--- src/pkg/sleep_wake_defines.svh ---
// register map, field positions and timing constants of the sleep/wake guard
`ifndef SLEEP_WAKE_DEFINES_SVH
`define SLEEP_WAKE_DEFINES_SVH

// register addresses
`define ADDR_DISCHARGE_CFG 8'h05
`define ADDR_CHARGE_CFG 8'h06
`define ADDR_FEATURE_CFG 8'h07
`define ADDR_WRITE_UNLOCK 8'h08
`define ADDR_POWER_CTRL 8'h09

// write-unlock register fields
`define BIT_FEATURE_UNLOCK 7
`define BIT_CHARGE_UNLOCK 6
`define BIT_DISCHARGE_UNLOCK 5
`define BIT_USER_FLAG_HI 4
`define BIT_USER_FLAG_LO 3

// feature configuration fields
`define BIT_WAKE_POLARITY 0
`define BIT_WAKE_PIN_DISABLE 1
`define BIT_FORCE_POR 2

// power control fields
`define BIT_SLEEP 0
`define BIT_WAKE_STATUS 1

// reset values
`define CFG_RESET 8'h00
`define BYTE_ZERO 8'h00

// timing
`define CLK_PERIOD_NS 20
`define WAKE_FILTER_TIME_NS 50000
`define WAKE_FILTER_CYCLES ((`WAKE_FILTER_TIME_NS + `CLK_PERIOD_NS - 1) / `CLK_PERIOD_NS)

`endif

--- src/pkg/sleep_wake_pkg.sv ---
// types shared by the sleep/wake guard design
package sleep_wake_pkg;

    // power sequencing states, one-hot
    typedef enum logic [3:0] {
        ST_POR    = 4'b0001,
        ST_AWAKE  = 4'b0010,
        ST_SLEEP  = 4'b0100,
        ST_PSEUDO = 4'b1000
    } power_state_e;

endpackage

--- src/design/protected_cfg_reg.sv ---
// one configuration register whose writes are gated by an unlock bit
`timescale 1ns/1ps
`include "sleep_wake_defines.svh"

module protected_cfg_reg #(
    parameter int WIDTH = 8
) (
    // clock and reset
    input wire logic i_clk,
    input wire logic i_rst_n,
    // control
    input wire logic i_clear,
    input wire logic i_wr,
    input wire logic i_unlock,
    input wire logic [WIDTH-1:0] i_wdata,
    // state
    output logic [WIDTH-1:0] o_q,
    output logic o_wr_done
);

    logic [WIDTH-1:0] next_q;
    logic next_wr_done;

    // a locked write is dropped with no error; clear beats any write
    always_comb begin
        next_q = o_q;
        next_wr_done = 1'b0;
        if (i_clear) begin
            next_q = WIDTH'(`CFG_RESET);
        end else if (i_wr && i_unlock) begin
            next_q = i_wdata;
            next_wr_done = 1'b1;
        end
    end

    always_ff @(posedge i_clk or negedge i_rst_n) begin
        if (!i_rst_n) begin
            o_q <= WIDTH'(`CFG_RESET);
            o_wr_done <= 1'b0;
        end else begin
            o_q <= next_q;
            o_wr_done <= next_wr_done;
        end
    end

endmodule

--- src/design/wake_filter.sv ---
// glitch filter: output goes active only after the input stays active long enough
`timescale 1ns/1ps

module wake_filter #(
    parameter int CYCLES = 2500
) (
    // clock and reset
    input wire logic i_clk,
    input wire logic i_rst_n,
    // raw and filtered wake level
    input wire logic i_active,
    output logic o_active
);

    localparam int CW = $clog2(CYCLES + 1);

    logic [CW-1:0] count;
    logic [CW-1:0] next_count;
    logic next_active;

    // any inactive cycle restarts the count, so short pulses never pass
    always_comb begin
        next_count = count;
        next_active = o_active;
        if (!i_active) begin
            next_count = '0;
            next_active = 1'b0;
        end else if (count >= CW'(CYCLES - 1)) begin
            next_active = 1'b1;
        end else begin
            next_count = count + CW'(1);
        end
    end

    always_ff @(posedge i_clk or negedge i_rst_n) begin
        if (!i_rst_n) begin
            count <= '0;
            o_active <= 1'b0;
        end else begin
            count <= next_count;
            o_active <= next_active;
        end
    end

endmodule

--- src/design/sleep_wake_guard.sv ---
// write protection of the configuration registers and sleep/wake sequencing
`timescale 1ns/1ps
`include "sleep_wake_defines.svh"

module sleep_wake_guard #(
    parameter int WAKE_FILTER_CYC = `WAKE_FILTER_CYCLES
) (
    // clock and reset
    input wire logic i_clk,
    input wire logic i_rst_n,
    // supply detectors
    input wire logic i_backup_supply_ok,
    input wire logic i_main_supply_ok,
    // wake pin
    input wire logic i_wake_pin,
    // register port
    input wire logic i_reg_wr,
    input wire logic i_reg_rd,
    input wire logic [7:0] i_reg_addr,
    input wire logic [7:0] i_reg_wdata,
    output logic [7:0] o_reg_rdata,
    output logic o_reg_rvalid,
    // power outputs
    output logic o_regulator_output,
    output logic o_awake,
    output logic o_pseudo_sleep,
    // configuration outputs
    output logic [7:0] o_discharge_cfg,
    output logic [7:0] o_charge_cfg,
    output logic [7:0] o_feature_cfg
);

    sleep_wake_pkg::power_state_e state;
    sleep_wake_pkg::power_state_e next_state;

    logic feature_cfg_write_unlock;
    logic charge_cfg_write_unlock;
    logic discharge_cfg_write_unlock;
    logic user_flag_hi;
    logic user_flag_lo;
    logic next_feature_unlock;
    logic next_charge_unlock;
    logic next_discharge_unlock;
    logic next_user_flag_hi;
    logic next_user_flag_lo;

    logic sleep_bit;
    logic sleep_bit_q;
    logic wake_status;
    logic sleep_armed;
    logic next_sleep_bit;
    logic next_sleep_bit_q;
    logic next_wake_status;
    logic next_sleep_armed;

    logic [7:0] next_rdata;
    logic next_rvalid;
    logic next_regulator;
    logic next_awake;
    logic next_pseudo;

    logic supplies_ok;
    logic force_por;
    logic clear_cfg;
    logic wake_polarity;
    logic wake_pin_disable;
    logic wake_active_raw;
    logic wake_active;
    logic sleep_rise;
    logic sleep_fall;
    logic wr_discharge;
    logic wr_charge;
    logic wr_feature;
    logic feature_done;
    logic disable_released;

    // supply and forced-reset conditions
    assign supplies_ok = i_backup_supply_ok && i_main_supply_ok;
    assign wr_discharge = i_reg_wr && (i_reg_addr == `ADDR_DISCHARGE_CFG);
    assign wr_charge = i_reg_wr && (i_reg_addr == `ADDR_CHARGE_CFG);
    assign wr_feature = i_reg_wr && (i_reg_addr == `ADDR_FEATURE_CFG);
    // forced reset acts only through an accepted (unlocked) feature write
    assign force_por = wr_feature && feature_cfg_write_unlock
        && i_reg_wdata[`BIT_FORCE_POR];
    assign clear_cfg = force_por || !supplies_ok;

    // wake pin qualification
    assign wake_polarity = o_feature_cfg[`BIT_WAKE_POLARITY];
    assign wake_pin_disable = o_feature_cfg[`BIT_WAKE_PIN_DISABLE];
    // polarity picks the active level; disable masks the pin entirely
    assign wake_active_raw = !wake_pin_disable
        && (wake_polarity ? i_wake_pin : !i_wake_pin);

    // sleep bit edges, seen one cycle after the host write
    assign sleep_rise = sleep_bit && !sleep_bit_q;
    assign sleep_fall = !sleep_bit && sleep_bit_q;
    // an accepted feature write that leaves the disable bit clear while the regulator is off
    assign disable_released = feature_done && !wake_pin_disable && o_regulator_output == 1'b0;

    // filter against short glitches on the wake pin
    wake_filter #(
        .CYCLES(WAKE_FILTER_CYC)
    ) u_wake_filter (
        .i_clk(i_clk),
        .i_rst_n(i_rst_n),
        .i_active(wake_active_raw),
        .o_active(wake_active)
    );

    // the three write-protected configuration registers
    protected_cfg_reg #(
        .WIDTH(8)
    ) u_discharge_cfg (
        .i_clk(i_clk),
        .i_rst_n(i_rst_n),
        .i_clear(clear_cfg),
        .i_wr(wr_discharge),
        .i_unlock(discharge_cfg_write_unlock),
        .i_wdata(i_reg_wdata),
        .o_q(o_discharge_cfg),
        .o_wr_done()
    );

    protected_cfg_reg #(
        .WIDTH(8)
    ) u_charge_cfg (
        .i_clk(i_clk),
        .i_rst_n(i_rst_n),
        .i_clear(clear_cfg),
        .i_wr(wr_charge),
        .i_unlock(charge_cfg_write_unlock),
        .i_wdata(i_reg_wdata),
        .o_q(o_charge_cfg),
        .o_wr_done()
    );

    // force-reset bit is never stored: the clear wins over the write
    protected_cfg_reg #(
        .WIDTH(8)
    ) u_feature_cfg (
        .i_clk(i_clk),
        .i_rst_n(i_rst_n),
        .i_clear(clear_cfg),
        .i_wr(wr_feature),
        .i_unlock(feature_cfg_write_unlock),
        .i_wdata(i_reg_wdata),
        .o_q(o_feature_cfg),
        .o_wr_done(feature_done)
    );

    // write-unlock register and user flags
    always_comb begin
        next_feature_unlock = feature_cfg_write_unlock;
        next_charge_unlock = charge_cfg_write_unlock;
        next_discharge_unlock = discharge_cfg_write_unlock;
        next_user_flag_hi = user_flag_hi;
        next_user_flag_lo = user_flag_lo;
        if (i_reg_wr && (i_reg_addr == `ADDR_WRITE_UNLOCK)) begin
            // bits 2..0 are not stored
            next_feature_unlock = i_reg_wdata[`BIT_FEATURE_UNLOCK];
            next_charge_unlock = i_reg_wdata[`BIT_CHARGE_UNLOCK];
            next_discharge_unlock = i_reg_wdata[`BIT_DISCHARGE_UNLOCK];
            next_user_flag_hi = i_reg_wdata[`BIT_USER_FLAG_HI];
            next_user_flag_lo = i_reg_wdata[`BIT_USER_FLAG_LO];
        end
        // unlock bits fall back to locked whenever the device re-powers
        if (clear_cfg) begin
            next_feature_unlock = 1'b0;
            next_charge_unlock = 1'b0;
            next_discharge_unlock = 1'b0;
        end
        // user flags live on the backup supply: only its loss or a forced reset clears them
        if (force_por || !i_backup_supply_ok) begin
            next_user_flag_hi = 1'b0;
            next_user_flag_lo = 1'b0;
        end
    end

    always_ff @(posedge i_clk or negedge i_rst_n) begin
        if (!i_rst_n) begin
            feature_cfg_write_unlock <= 1'b0;
            charge_cfg_write_unlock <= 1'b0;
            discharge_cfg_write_unlock <= 1'b0;
            user_flag_hi <= 1'b0;
            user_flag_lo <= 1'b0;
        end else begin
            feature_cfg_write_unlock <= next_feature_unlock;
            charge_cfg_write_unlock <= next_charge_unlock;
            discharge_cfg_write_unlock <= next_discharge_unlock;
            user_flag_hi <= next_user_flag_hi;
            user_flag_lo <= next_user_flag_lo;
        end
    end

    // power sequencing state machine
    always_comb begin
        next_state = state;
        case (state)
            sleep_wake_pkg::ST_POR: begin
                if (supplies_ok) begin
                    next_state = sleep_wake_pkg::ST_AWAKE;
                end
            end
            sleep_wake_pkg::ST_AWAKE: begin
                // armed, or pin inactive, lets a sleep rise through
                if (sleep_rise && (sleep_armed || !wake_active)) begin
                    next_state = sleep_wake_pkg::ST_SLEEP;
                end
            end
            sleep_wake_pkg::ST_SLEEP: begin
                if (wake_active || disable_released) begin
                    next_state = sleep_wake_pkg::ST_PSEUDO;
                end
            end
            sleep_wake_pkg::ST_PSEUDO: begin
                // full wake only once the status bit has been latched
                if (wake_status) begin
                    next_state = sleep_wake_pkg::ST_AWAKE;
                end
            end
            default: begin
                next_state = sleep_wake_pkg::ST_POR;
            end
        endcase
        if (!supplies_ok || force_por) begin
            next_state = sleep_wake_pkg::ST_POR;
        end
    end

    // sleep bit, wake status and sleep arming
    always_comb begin
        next_sleep_bit = sleep_bit;
        next_sleep_bit_q = sleep_bit;
        next_wake_status = wake_status;
        next_sleep_armed = sleep_armed;
        if (i_reg_wr && (i_reg_addr == `ADDR_POWER_CTRL)) begin
            next_sleep_bit = i_reg_wdata[`BIT_SLEEP];
        end
        // a fall seen while awake, or an inactive pin, re-arms; the hardware clear on wake does not
        if ((sleep_fall && state == sleep_wake_pkg::ST_AWAKE) || !wake_active) begin
            next_sleep_armed = 1'b1;
        end else if (state != sleep_wake_pkg::ST_AWAKE) begin
            next_sleep_armed = 1'b0;
        end
        if (state == sleep_wake_pkg::ST_PSEUDO) begin
            next_wake_status = 1'b1;
        end else if (state == sleep_wake_pkg::ST_SLEEP) begin
            next_wake_status = 1'b0;
        end
        // status rise clears the sleep bit; hardware clear wins over a host set
        if (state == sleep_wake_pkg::ST_PSEUDO && !wake_status) begin
            next_sleep_bit = 1'b0;
        end
        if (!supplies_ok || force_por) begin
            next_sleep_bit = 1'b0;
            next_sleep_bit_q = 1'b0;
            next_wake_status = 1'b0;
            next_sleep_armed = 1'b0;
        end
    end

    // power outputs and read data
    always_comb begin
        next_regulator = (next_state != sleep_wake_pkg::ST_POR)
            && (next_state != sleep_wake_pkg::ST_SLEEP);
        next_awake = (next_state == sleep_wake_pkg::ST_AWAKE);
        next_pseudo = (next_state == sleep_wake_pkg::ST_PSEUDO);
        next_rvalid = i_reg_rd;
        next_rdata = `BYTE_ZERO;
        if (!i_reg_rd) begin
            next_rdata = `BYTE_ZERO;
        end else if (i_reg_addr == `ADDR_DISCHARGE_CFG) begin
            next_rdata = o_discharge_cfg;
        end else if (i_reg_addr == `ADDR_CHARGE_CFG) begin
            next_rdata = o_charge_cfg;
        end else if (i_reg_addr == `ADDR_FEATURE_CFG) begin
            next_rdata = o_feature_cfg;
        end else if (i_reg_addr == `ADDR_WRITE_UNLOCK) begin
            next_rdata[`BIT_FEATURE_UNLOCK] = feature_cfg_write_unlock;
            next_rdata[`BIT_CHARGE_UNLOCK] = charge_cfg_write_unlock;
            next_rdata[`BIT_DISCHARGE_UNLOCK] = discharge_cfg_write_unlock;
            next_rdata[`BIT_USER_FLAG_HI] = user_flag_hi;
            next_rdata[`BIT_USER_FLAG_LO] = user_flag_lo;
        end else if (i_reg_addr == `ADDR_POWER_CTRL) begin
            next_rdata[`BIT_SLEEP] = sleep_bit;
            next_rdata[`BIT_WAKE_STATUS] = wake_status;
        end
    end

    // sequencing, status and output registers; reset leaves the regulator off until supplies are seen good
    always_ff @(posedge i_clk or negedge i_rst_n) begin
        if (!i_rst_n) begin
            state <= sleep_wake_pkg::ST_POR;
            sleep_bit <= 1'b0;
            sleep_bit_q <= 1'b0;
            wake_status <= 1'b0;
            sleep_armed <= 1'b0;
            o_regulator_output <= 1'b0;
            o_awake <= 1'b0;
            o_pseudo_sleep <= 1'b0;
            o_reg_rdata <= `BYTE_ZERO;
            o_reg_rvalid <= 1'b0;
        end else begin
            state <= next_state;
            sleep_bit <= next_sleep_bit;
            sleep_bit_q <= next_sleep_bit_q;
            wake_status <= next_wake_status;
            sleep_armed <= next_sleep_armed;
            o_regulator_output <= next_regulator;
            o_awake <= next_awake;
            o_pseudo_sleep <= next_pseudo;
            o_reg_rdata <= next_rdata;
            o_reg_rvalid <= next_rvalid;
        end
    end

endmodule

--- config.mk ---
export PLATFORM = sky130hd
export DESIGN_NAME = sleep_wake_guard
export DESIGN_NICKNAME = d
export VERILOG_FILES = /design/src/pkg/sleep_wake_pkg.sv /design/src/design/protected_cfg_reg.sv /design/src/design/wake_filter.sv /design/src/design/sleep_wake_guard.sv
export VERILOG_INCLUDE_DIRS = /design/src /design/src/pkg
export SDC_FILE = /design/constraint.sdc
export NUM_CORES = 1
export LEC_CHECK = 0
export BUFFER_PORTS_ARGS = -buffer_cell sky130_fd_sc_hd__buf_2
export CORE_ASPECT_RATIO = 1.1
export CORE_MARGIN = 1
export CORE_UTILIZATION = 50
export CTS_CLUSTER_SIZE = 12
export DETAILED_ROUTE_END_ITERATION = 7
export PLACE_DENSITY = 0.83
export REMOVE_ABC_BUFFERS = 1
export SYNTH_ARGS = -nofsm -noshare
export SYNTH_HDL_FRONTEND = slang
export SYNTH_SLANG_ARGS = --single-unit
--- constraint.sdc ---
create_clock -name i_clk -period 1.8 [get_ports i_clk]
set_clock_uncertainty 0.15 [all_clocks]
set_input_delay 0.18 -clock i_clk [delete_from_list [all_inputs] [get_ports i_clk]]
set_output_delay 0.18 -clock i_clk [all_outputs]
set_load 0.01 [all_outputs]
Word level (Yosys, flattened, before mapping)
Cells that the tools add are included.
- muxes and demuxes: 48
- bitwise logic cells: 1
- $add $sub $neg: 1
- $lt $le $gt $ge: 1
- reductions and logical operators: 40
- equal/unequal tests: 16
- operators with widths (kind ; count):
    8-bit 2-to-1 mux ; 9
    1-bit 2-to-1 mux ; 26
    8-bit by 3-bit == test with 1-bit output, second input constant ; 3
    12-bit 2-to-1 mux ; 2
    4-bit 2-to-1 mux ; 5
    1-bit logical AND ; 19
    8-bit by 4-bit == test with 1-bit output, second input constant ; 2
    4-bit case mux with 4 select lines ; 1
    12-bit by 1-bit adder with 12-bit output, second input constant ; 1
    12-bit >= comparator, second input constant ; 1
    5-bit 2-to-1 mux ; 2
    2-bit nonzero test ; 5
    3-bit nonzero test ; 3
    4-bit by 2-bit == test with 1-bit output, second input constant ; 2
    4-bit == test, second input constant ; 2
    1-bit logical NOT ; 8
    2-bit 2-to-1 mux ; 3
    1-bit logical OR ; 5
    4-bit by 1-bit == test with 1-bit output, second input constant ; 1
    4-bit by 3-bit == test with 1-bit output, second input constant ; 1
    2-bit inequality test, second input constant ; 2
    4-bit by 1-bit inequality test with 1-bit output, second input constant ; 1
    4-bit by 2-bit inequality test with 1-bit output, second input constant ; 1
    4-bit by 3-bit inequality test with 1-bit output, second input constant ; 1
    1-bit NOT ; 1
- logic and storage cells: 128
- output and inout bits: 36
- register bits: 63
- input port bits: 23

Depth between registers and ports, before layout
Gate-level depths: netlist of run 1.
- depth in word-level cells: 9
- gate-level depth with buffers: 6
- gate-level depth less buffers: 5

Cells and area by module
From an unflattened synthesis of run 1, not the netlist that was laid out.
- cells, all modules: 340
- area total of the unflattened synthesis: 3460.8 µm²
- modules (own cells, without submodules) (module ; seq. area each (µm²) ; area each (µm²) ; instances ; cells an instance):
    sleep_wake_guard ; 626.9 ; 1412.6 ; 1 ; 153
    protected_cfg_reg ; 225.2 ; 441.7 ; 3 ; 40
    wake_filter ; 325.3 ; 723.2 ; 1 ; 67

Worst setup path after synthesis of run 1
No wires, ideal clock.
- path type: register to register
- start point: register u_wake_filter.count[6]
- end point: register u_wake_filter.count[9]
- data required time: 1518 ps
- stages on the path, launching flop included: 6
- path buffers: 1
- setup time: 132 ps
- arrival time: 1601 ps
- period minus slack after synthesis: 1883 ps
- setup slack: -83 ps
- path through: dfrtp_1 > a311o_1 > buf_2 > a2111oi_0 > xnor2_1 > nor2_1
- longest elaborated chain between the ends: 3
- elaborated cells on any way between the ends: 5
- classes of those cells: add/sub: 1; order compare: 1; eq/ne: 1; mux: 2
- ends and longest elaborated chain (what ; line ; source):
    start, declared ; wake_filter.sv:17 ; logic [CW-1:0] count;
    start signal, assigned ; wake_filter.sv:40 ; count <= next_count;
    12-bit by 1-bit adder with 12-bit output ; wake_filter.sv:31 ; next_count = count + CW'(1);
    12-bit 2-to-1 mux ; wake_filter.sv:28 ; end else if (count >= CW'(CYCLES - 1)) begin
    12-bit 2-to-1 mux ; wake_filter.sv:25 ; if (!i_active) begin
Parallel ways exist; a longest one is shown, timed or not. The select of a mux whose other input is x is not followed.
A chain may end at the register's enable or synchronous reset.

Worst setup path after layout of run 1
Same ends and word-level chain as after synthesis.

==> impl_metrics.csv, run 1 <==
group,metric,value,unit
critical_path,worstPathCellList,"a311o_1 > a2111oi_1 > xnor2_1 > nor2_1",
die,die_area,6420,um^2
power,total_power,3.15,mW
synth,synth-xor-area-share,3.16,%
sta,worst_slew_pin_slew,0.612,ns
drt,wirelength,7590,um
grt,grt_max_degree,32,
grt,grt_pass1_vias,2582,
drt,drtIter0Drc,226,
place,io_buffer_count,58,
cts,ctsHtreeMaxLevel,3,
run,cap_violations,0,
synth,synthCells,305,
place,pre_cts_ws,-0.263,ns
drt,drc,0,
synth,synth_edf_count,0,
sta,rsz0062_at_grt,"true",
sta,setup_viol,2,
sta,min_period_over_period,100,%
sta,relSlewSlack,59.2,%
synth,ys.flop_type,"dfrtp_1",
synth,synth_compound_area_share,15.3,%
synth,yosysSeqAreaShare,51.7,%
synth,yosysMostFrequentCell,"dfrtp_1",
cts,clock_path_buffers,2,
power,p_leak,1.85,nW
critical_path,crit_path_max_incr_delay,0.50,ns
synth,ys_types,51,
critical_path,cp_data_required_time,1.85,ns
synth,synth_commonest_cells,"62 x dfrtp_1, 36 x nor2_1, 25 x nand2_1",
sta,hold_ws,0.0311,ns
die,rows,29,
synth,synth_top_area_cell,"dfrtp_1",
cts,clk_latency,0.33,ns
drt,detail-route-antenna-nets,0,
cts,clock_sinks,63,
critical_path,critPathTopFamily,"compound AO/OA/AOI/OAI gates",
synth,synth_top_family_by_area,"simple AND/OR/NAND/NOR gates",
final_layout,antennaDiodeCount,0,
power,power.density,816,nW/um^2
final_layout,area_growth,26.6,%
synth,synth.top_cell.area_share,50.8,%
cts,tritoncts,"built",
cts,clkTransAtPathRegs,0.07,ns
critical_path,crit_fanout,5,
sta,drv_slew,0,
final_layout,drive_above_1_share,24.7,%
sta,hold_violations,0,
die,die_h,83.9,um
synth,synth.avg_cell_area,10.0,um^2
synth,synth_area,3050,um^2
final_layout,fin_util,66.1,%
drt,routed_via_density,5.77,
synth,synth_warnings,0,
cts,cts_buffers,9,
synth,muxShareOfSynthArea,4.26,%
grt,grt_overflow,0,
die,initial_core_util,52.2,%
run_status,status,"complete, but fails checks",
drt,wl_per_cell,16.2,um
critical_path,endpoint_kind,"register",
die,core,5840,um^2
cts,cts_setup_buffers,0,
final_layout,fin_nets,411,
synth,ys_async_sr_fraction,100,%
die,io_pins,59,
cts,clockRootBuffer,"clkbuf_8",
synth,synth_seq_cells,63,
place,place_congestion,0.984,
critical_path,worst-path-buf-inv,0,
sta,timing.final.crit_period,1.81,ns
drt,first_pass_iters,6,
run_status,violations,"negative setup slack",
place,hpwlAfterDp,5430,um
drt,vias,2706,
synth,synth_adder_area_share,0.410,%
sta,fin_ws,-0.00864,ns
sta,max_freq,0.553,GHz
grt,grt_pass1_wl,12200,um
critical_path,start_kind,"register",
synth,synth_area_leaders,"dfrtp_1 51%, nor2_1 4.4%, mux2i_1 4.3%",
power,ir_worst_vdd,0.551,mV
die,die_x,76.5,um
critical_path,slowest_stage,"a2111oi_1",
critical_path,arrival,1.86,ns
min_path,hold_path.class,"in -> reg",
synth,synth-simple-area-share,22.1,%
critical_path,path_class,"reg -> reg",
sta,finalSetupTns,-0.0148,ns
final_layout,fillers,460,
grt,grt_use_total,24.9,%
grt,antenna_found_initial,0,
## where the power goes
part | total [mW] | internal, mW | switching, mW
clock | 1.51 | 0.958 | 0.548
sequential | 1.44 | 1.43 | 0.0128
combinational | 0.205 | 0.0798 | 0.125
total | 3.15 | 2.47 | 0.686
## final timing paths
path	cells after the start	to	start	slack, ns
worst min-delay path	3	user_flag_lo	i_backup_supply_ok	0.03
worst min register to register	2	user_flag_lo	user_flag_lo	0.38
min in group asynchronous	2	u_wake_filter.count[3]	i_rst_n	0.20
worst max register to register	4	u_wake_filter.count[9]	u_wake_filter.count[6]	-0.009
worst max-delay path	4	u_wake_filter.count[9]	u_wake_filter.count[6]	-0.009
max in group asynchronous	3	state[0]	i_rst_n	0.68
## routing by layer
metal	GRT usage (%)	vias to the layer above	wire (um)	part of all wire [%]
li1	-	1269	-	-
met5	0	-	0	0
met1	32.9	1289	3350	44
met3	6.89	18	472	6.2
met4	11.2	0	144	1.9
met2	38.2	130	3620	48
## cell families (layout without fill, tap and decap cells)
kind of cell               after synthesis  count (layout)
AOI/OAI and AO/OA                       68              68
xor gates and xnor gates                11              11
adders and majority gates                1               1
buffers and inverters                   22             109
DFF                                     63              63
muxes                                   13              13
and+or+nand+nor                        127             127
## cell type report
cell class | count | area (um^2) | share of cell area (%)
clock inverter | 5 | 105 | 2.72
multi-input combinational | 220 | 1380 | 35.8
tap | 77 | 96.3 | 2.49
sequential | 63 | 1580 | 40.8
clock buffer | 11 | 141 | 3.66
inverter | 8 | 30.0 | 0.777
timing repair buffer | 85 | 528 | 13.7
## registers in the layout, summed over array words and instances, names as in the netlist
register                    count
o_reg_rdata                     8
state                           4
o_pseudo_sleep                  1
user_flag_hi                    1
u_feature_cfg.o_q               8
o_regulator_output              1
wake_status                     1
user_flag_lo                    1
feature_cfg_write_unlock        1
u_wake_filter.count            12
sleep_bit_q                     1
charge_cfg_write_unlock         1
u_wake_filter.o_active          1
u_charge_cfg.o_q                8
sleep_armed                     1
u_feature_cfg.o_wr_done         1
o_awake                         1
u_discharge_cfg.o_q             8
discharge_cfg_write_unlock      1
o_reg_rvalid                    1
sleep_bit                       1
## through the flow
step | area [um^2] | cells
after floorplan | 2990 | 291
after global placement | 3520 | 444
after detailed placement | 3520 | 444
after CTS | 3860 | 469
after global routing | 3860 | 469
final | 3860 | 469
## cells in the final DEF (no fill, tap or decap), types with 8 or more instances in the layout
master and instances:
a21oi_1 19, buf_4 17, clkbuf_8 10, a22o_1 8
mux2i_1 13, nand3_1 13, nand2_1 25, o21ai_0 8
nor2_1 36, inv_1 8, buf_2 58, dfrtp_1 62
dlygate4sd3_1 9, xnor2_1 10
## what timing repair did
action	4_1_cts	5_1_grt
hold endpoints to repair	38	0
gates cloned	0	0
endpoints found under the setup margin	3	6
hold buffers	9	0
resized for setup	2	0
## worst register-to-register path, delay by kind of cell (launching register included)
kind	cells	cell delay, ns
AND/OR/NAND/NOR	1	0.06
XOR/XNOR	1	0.17
flip-flops	1	0.38
AO/OA/AOI/OAI	2	0.92
(Power assumes the default switching activity.)
==> run 2: changes to the inputs <==
Settings changed: ABC_AREA set to 1, PLACE_DENSITY 0.83 to 0.82.
==> run 2 against run 1 <==
Against the previous run:
- the run now ends clean
- hold slack gained 0.021 ns
- area after synthesis grew 8.9%
- sequential cell count is the same
- critical path type unchanged
- critical endpoint is now u_wake_filter.count[5]
- largest power group is now sequential cells
- highest routed layer unchanged
==> impl_metrics.csv, run 2 <==
group,metric,value,unit
drt,wirelength_met1,3330,um
critical_path,arrival,1.71,ns
grt,grt_pass1_vias,3173,
final_layout,layout_common_cells,"123 x nand2_1, 62 x dfrtp_1, 59 x nand4_1",
synth,ys_types,36,
place,place_congestion,0.885,
final_layout,area_growth,20.2,%
cts,clock_path_buffers,2,
synth,synth_top_area_cell,"dfrtp_1",
drt,wirelength,8530,um
sta,min_period_over_period,89.8,%
synth,synth_area_leaders,"dfrtp_1 47%, nand2_1 14%, nand4_1 11%",
power,total_power,2.93,mW
drt,routed_via_density,5.59,
die,core,6310,um^2
drt,routed.top_layer,"met4",
power,ir_worst_vdd,0.493,mV
cts,cts_buffers,9,
sta,relSlewSlack,71.5,%
critical_path,worst-path-buf-inv,1,
sta,worst_slew_pin_slew,0.427,ns
synth,synth_warnings,0,
die,io_pins,59,
critical_path,path_class,"reg -> reg",
sta,rsz0062_at_grt,"false",
critical_path,timing.rr.end,"u_wake_filter.count[5]",
min_path,hold_depth,5,
synth,yosysMostFrequentCell,"nand2_1",
final_layout,fin_util,63.3,%
place,hpwlAfterDp,5970,um
final_layout,layout_commonest_cell,"nand2_1",
grt,grt_max_degree,34,
drt,vias,3264,
final_layout,fin_nets,523,
power,power.density,733,nW/um^2
critical_path,worst_path_most_repeated_cell,"nand2_1",
sta,timing.final.crit_period,1.62,ns
critical_path,slowest_stage,"dfrtp_1",
grt,grt_overflow,0,
synth,synth.top_cell.area_share,46.7,%
grt,grt_pass1_wl,14400,um
run,cap_violations,0,
critical_path,crit_path_max_incr_delay,0.43,ns
cts,clock_sinks,63,
synth,synth_area,3320,um^2
die,initial_core_util,52.7,%
critical_path,start_kind,"register",
synth,synth_edf_count,0,
cts,clk_latency,0.35,ns
final_layout,fillers,562,
drt,detail-route-antenna-nets,0,
drt,met3_length,577,um
critical_path,cp_data_required_time,1.89,ns
die,die_x,79.7,um
critical_path,critPathTopFamily,"simple AND/OR/NAND/NOR gates",
die,die_area,6970,um^2
critical_path,crit_fanout,10,
critical_path,startpoint,"u_wake_filter.count[0]",
sta,setup_viol,0,
critical_path,endpoint_kind,"register",
critical_path,reg2reg_from,"u_wake_filter.count[0]",
min_path,hold_path.startpoint,"i_reg_wdata[2]",
die,die_h,87.5,um
die,rows,30,
sta,drv_slew,0,
min_path,hold_path_end,"u_discharge_cfg.o_q[2]",
synth,ys.flop_type,"dfrtp_1",
synth,ys_async_sr_fraction,100,%
critical_path,reg2regPathDepth,9,
drt,first_pass_iters,4,
cts,cts_setup_buffers,0,
sta,max_freq,0.619,GHz
critical_path,worstPathCellList,"ha_2 > nor2_1 > nand3_1 > nand2_1 > nand2_1 > nand3_1 > inv_2 > nand2_1 > nand2_1",
grt,grt_use_total,27.1,%
synth,synth_commonest_cells,"123 x nand2_1, 62 x dfrtp_1, 59 x nand4_1",
final_layout,drive_above_1_share,21.2,%
sta,hold_violations,0,
drt,drtIter0Drc,250,
power,p_leak,2.26,nW
critical_path,regToRegSetupSlack,0.18,ns
cts,clkTransAtPathRegs,0.08,ns
run_status,status,"finished, final reports clean",
cts,tritoncts,"built",
synth,synth.avg_cell_area,7.85,um^2
drt,wl_per_cell,14.6,um
sta,finalSetupTns,0,ns
final_layout,regMostFlops,"u_wake_filter.count",
final_layout,antennaDiodeCount,0,
final_layout,post-route-cell-area,3990,um^2
place,io_buffer_count,58,
synth,synth_seq_cells,63,
final_layout,largest_register_ffs,12,
min_path,hold_path.class,"in -> reg",
place,dpl_cell_area,3680,um^2
cts,ctsHtreeMaxLevel,3,
cts,clockRootBuffer,"clkbuf_8",
grt,antenna_found_initial,0,
synth,synthCells,423,
synth,yosysSeqAreaShare,47.5,%
drt,wl_met2,4500,um
drt,drc,0,
==> run 2: repair_timing <==
action | in CTS | in global routing
endpoints found under the setup margin | 0 | 11
hold buffers | 11 | 0
endpoints found under the hold margin | 88 | 0
resized for setup | 0 | 1
==> run 2: metal layers <==
layer  GRT usage [%]  vias up
li1                -     1567
met1            32.3     1545
met2            46.2      135
met3            7.43       17
met4            10.9        0
met5               0        -
==> run 2: worst max path at each step <==
stage                                        end  cells past startpoint  slack (ns)
after global placement            o_reg_rdata[2]                      9        0.21
after global routing      u_wake_filter.count[3]                      9        0.02
final                     u_wake_filter.count[5]                      9        0.18
after floorplan                         state[2]                      7        0.09
after detailed placement  u_wake_filter.count[3]                      9        0.16
after CTS                 u_wake_filter.count[5]                      9        0.13
==> run 2: cell families after synthesis <==
kind of cell             Yosys count  synth area share (%)
flip-flops                        63                  47.5
AO/OA/AOI/OAI                     27                  4.41
XOR/XNOR                           1                 0.264
adder cells (fa/ha/maj)            1                 0.377
AND/OR/NAND/NOR                  272                  39.1
buffers and inverters             59                  8.36
==> run 2: worst reg2reg max path: cells and delay by family, from the launching register on <==
kind	cells	cell delay (ns)
flops	1	0.43
buf+inv	1	0.12
fa+ha+maj	1	0.24
simple gates	7	0.58
==> run 2: final cells by class <==
| cell class | instances | area, um^2 | area share (%) |
|---|---|---|---|
| timing repair buffer | 80 | 483 | 12.1 |
| multi-input combinational | 301 | 1470 | 36.8 |
| tap | 80 | 100 | 2.51 |
| clock buffer | 9 | 124 | 3.10 |
| inverter | 44 | 168 | 4.20 |
| clock inverter | 7 | 72.6 | 1.82 |
| sequential | 63 | 1580 | 39.5 |
==> run 2: where the power goes <==
part           total, mW  switching (mW)  internal [mW]
Combinational      0.241           0.157         0.0843
Clock               1.22           0.585          0.640
Sequential          1.46          0.0227           1.44
==> run 2: stage by stage <==
step,instances,setup slack [ns],hold WS [ns]
2_1_floorplan,408,0.0869,-0.266
3_3_place_gp,557,0.207,-0.177
3_5_place_dp,557,0.156,-0.178
4_1_cts,584,0.130,0.0491
5_1_grt,584,0.0223,0.0730
6_report,584,0.184,0.0517
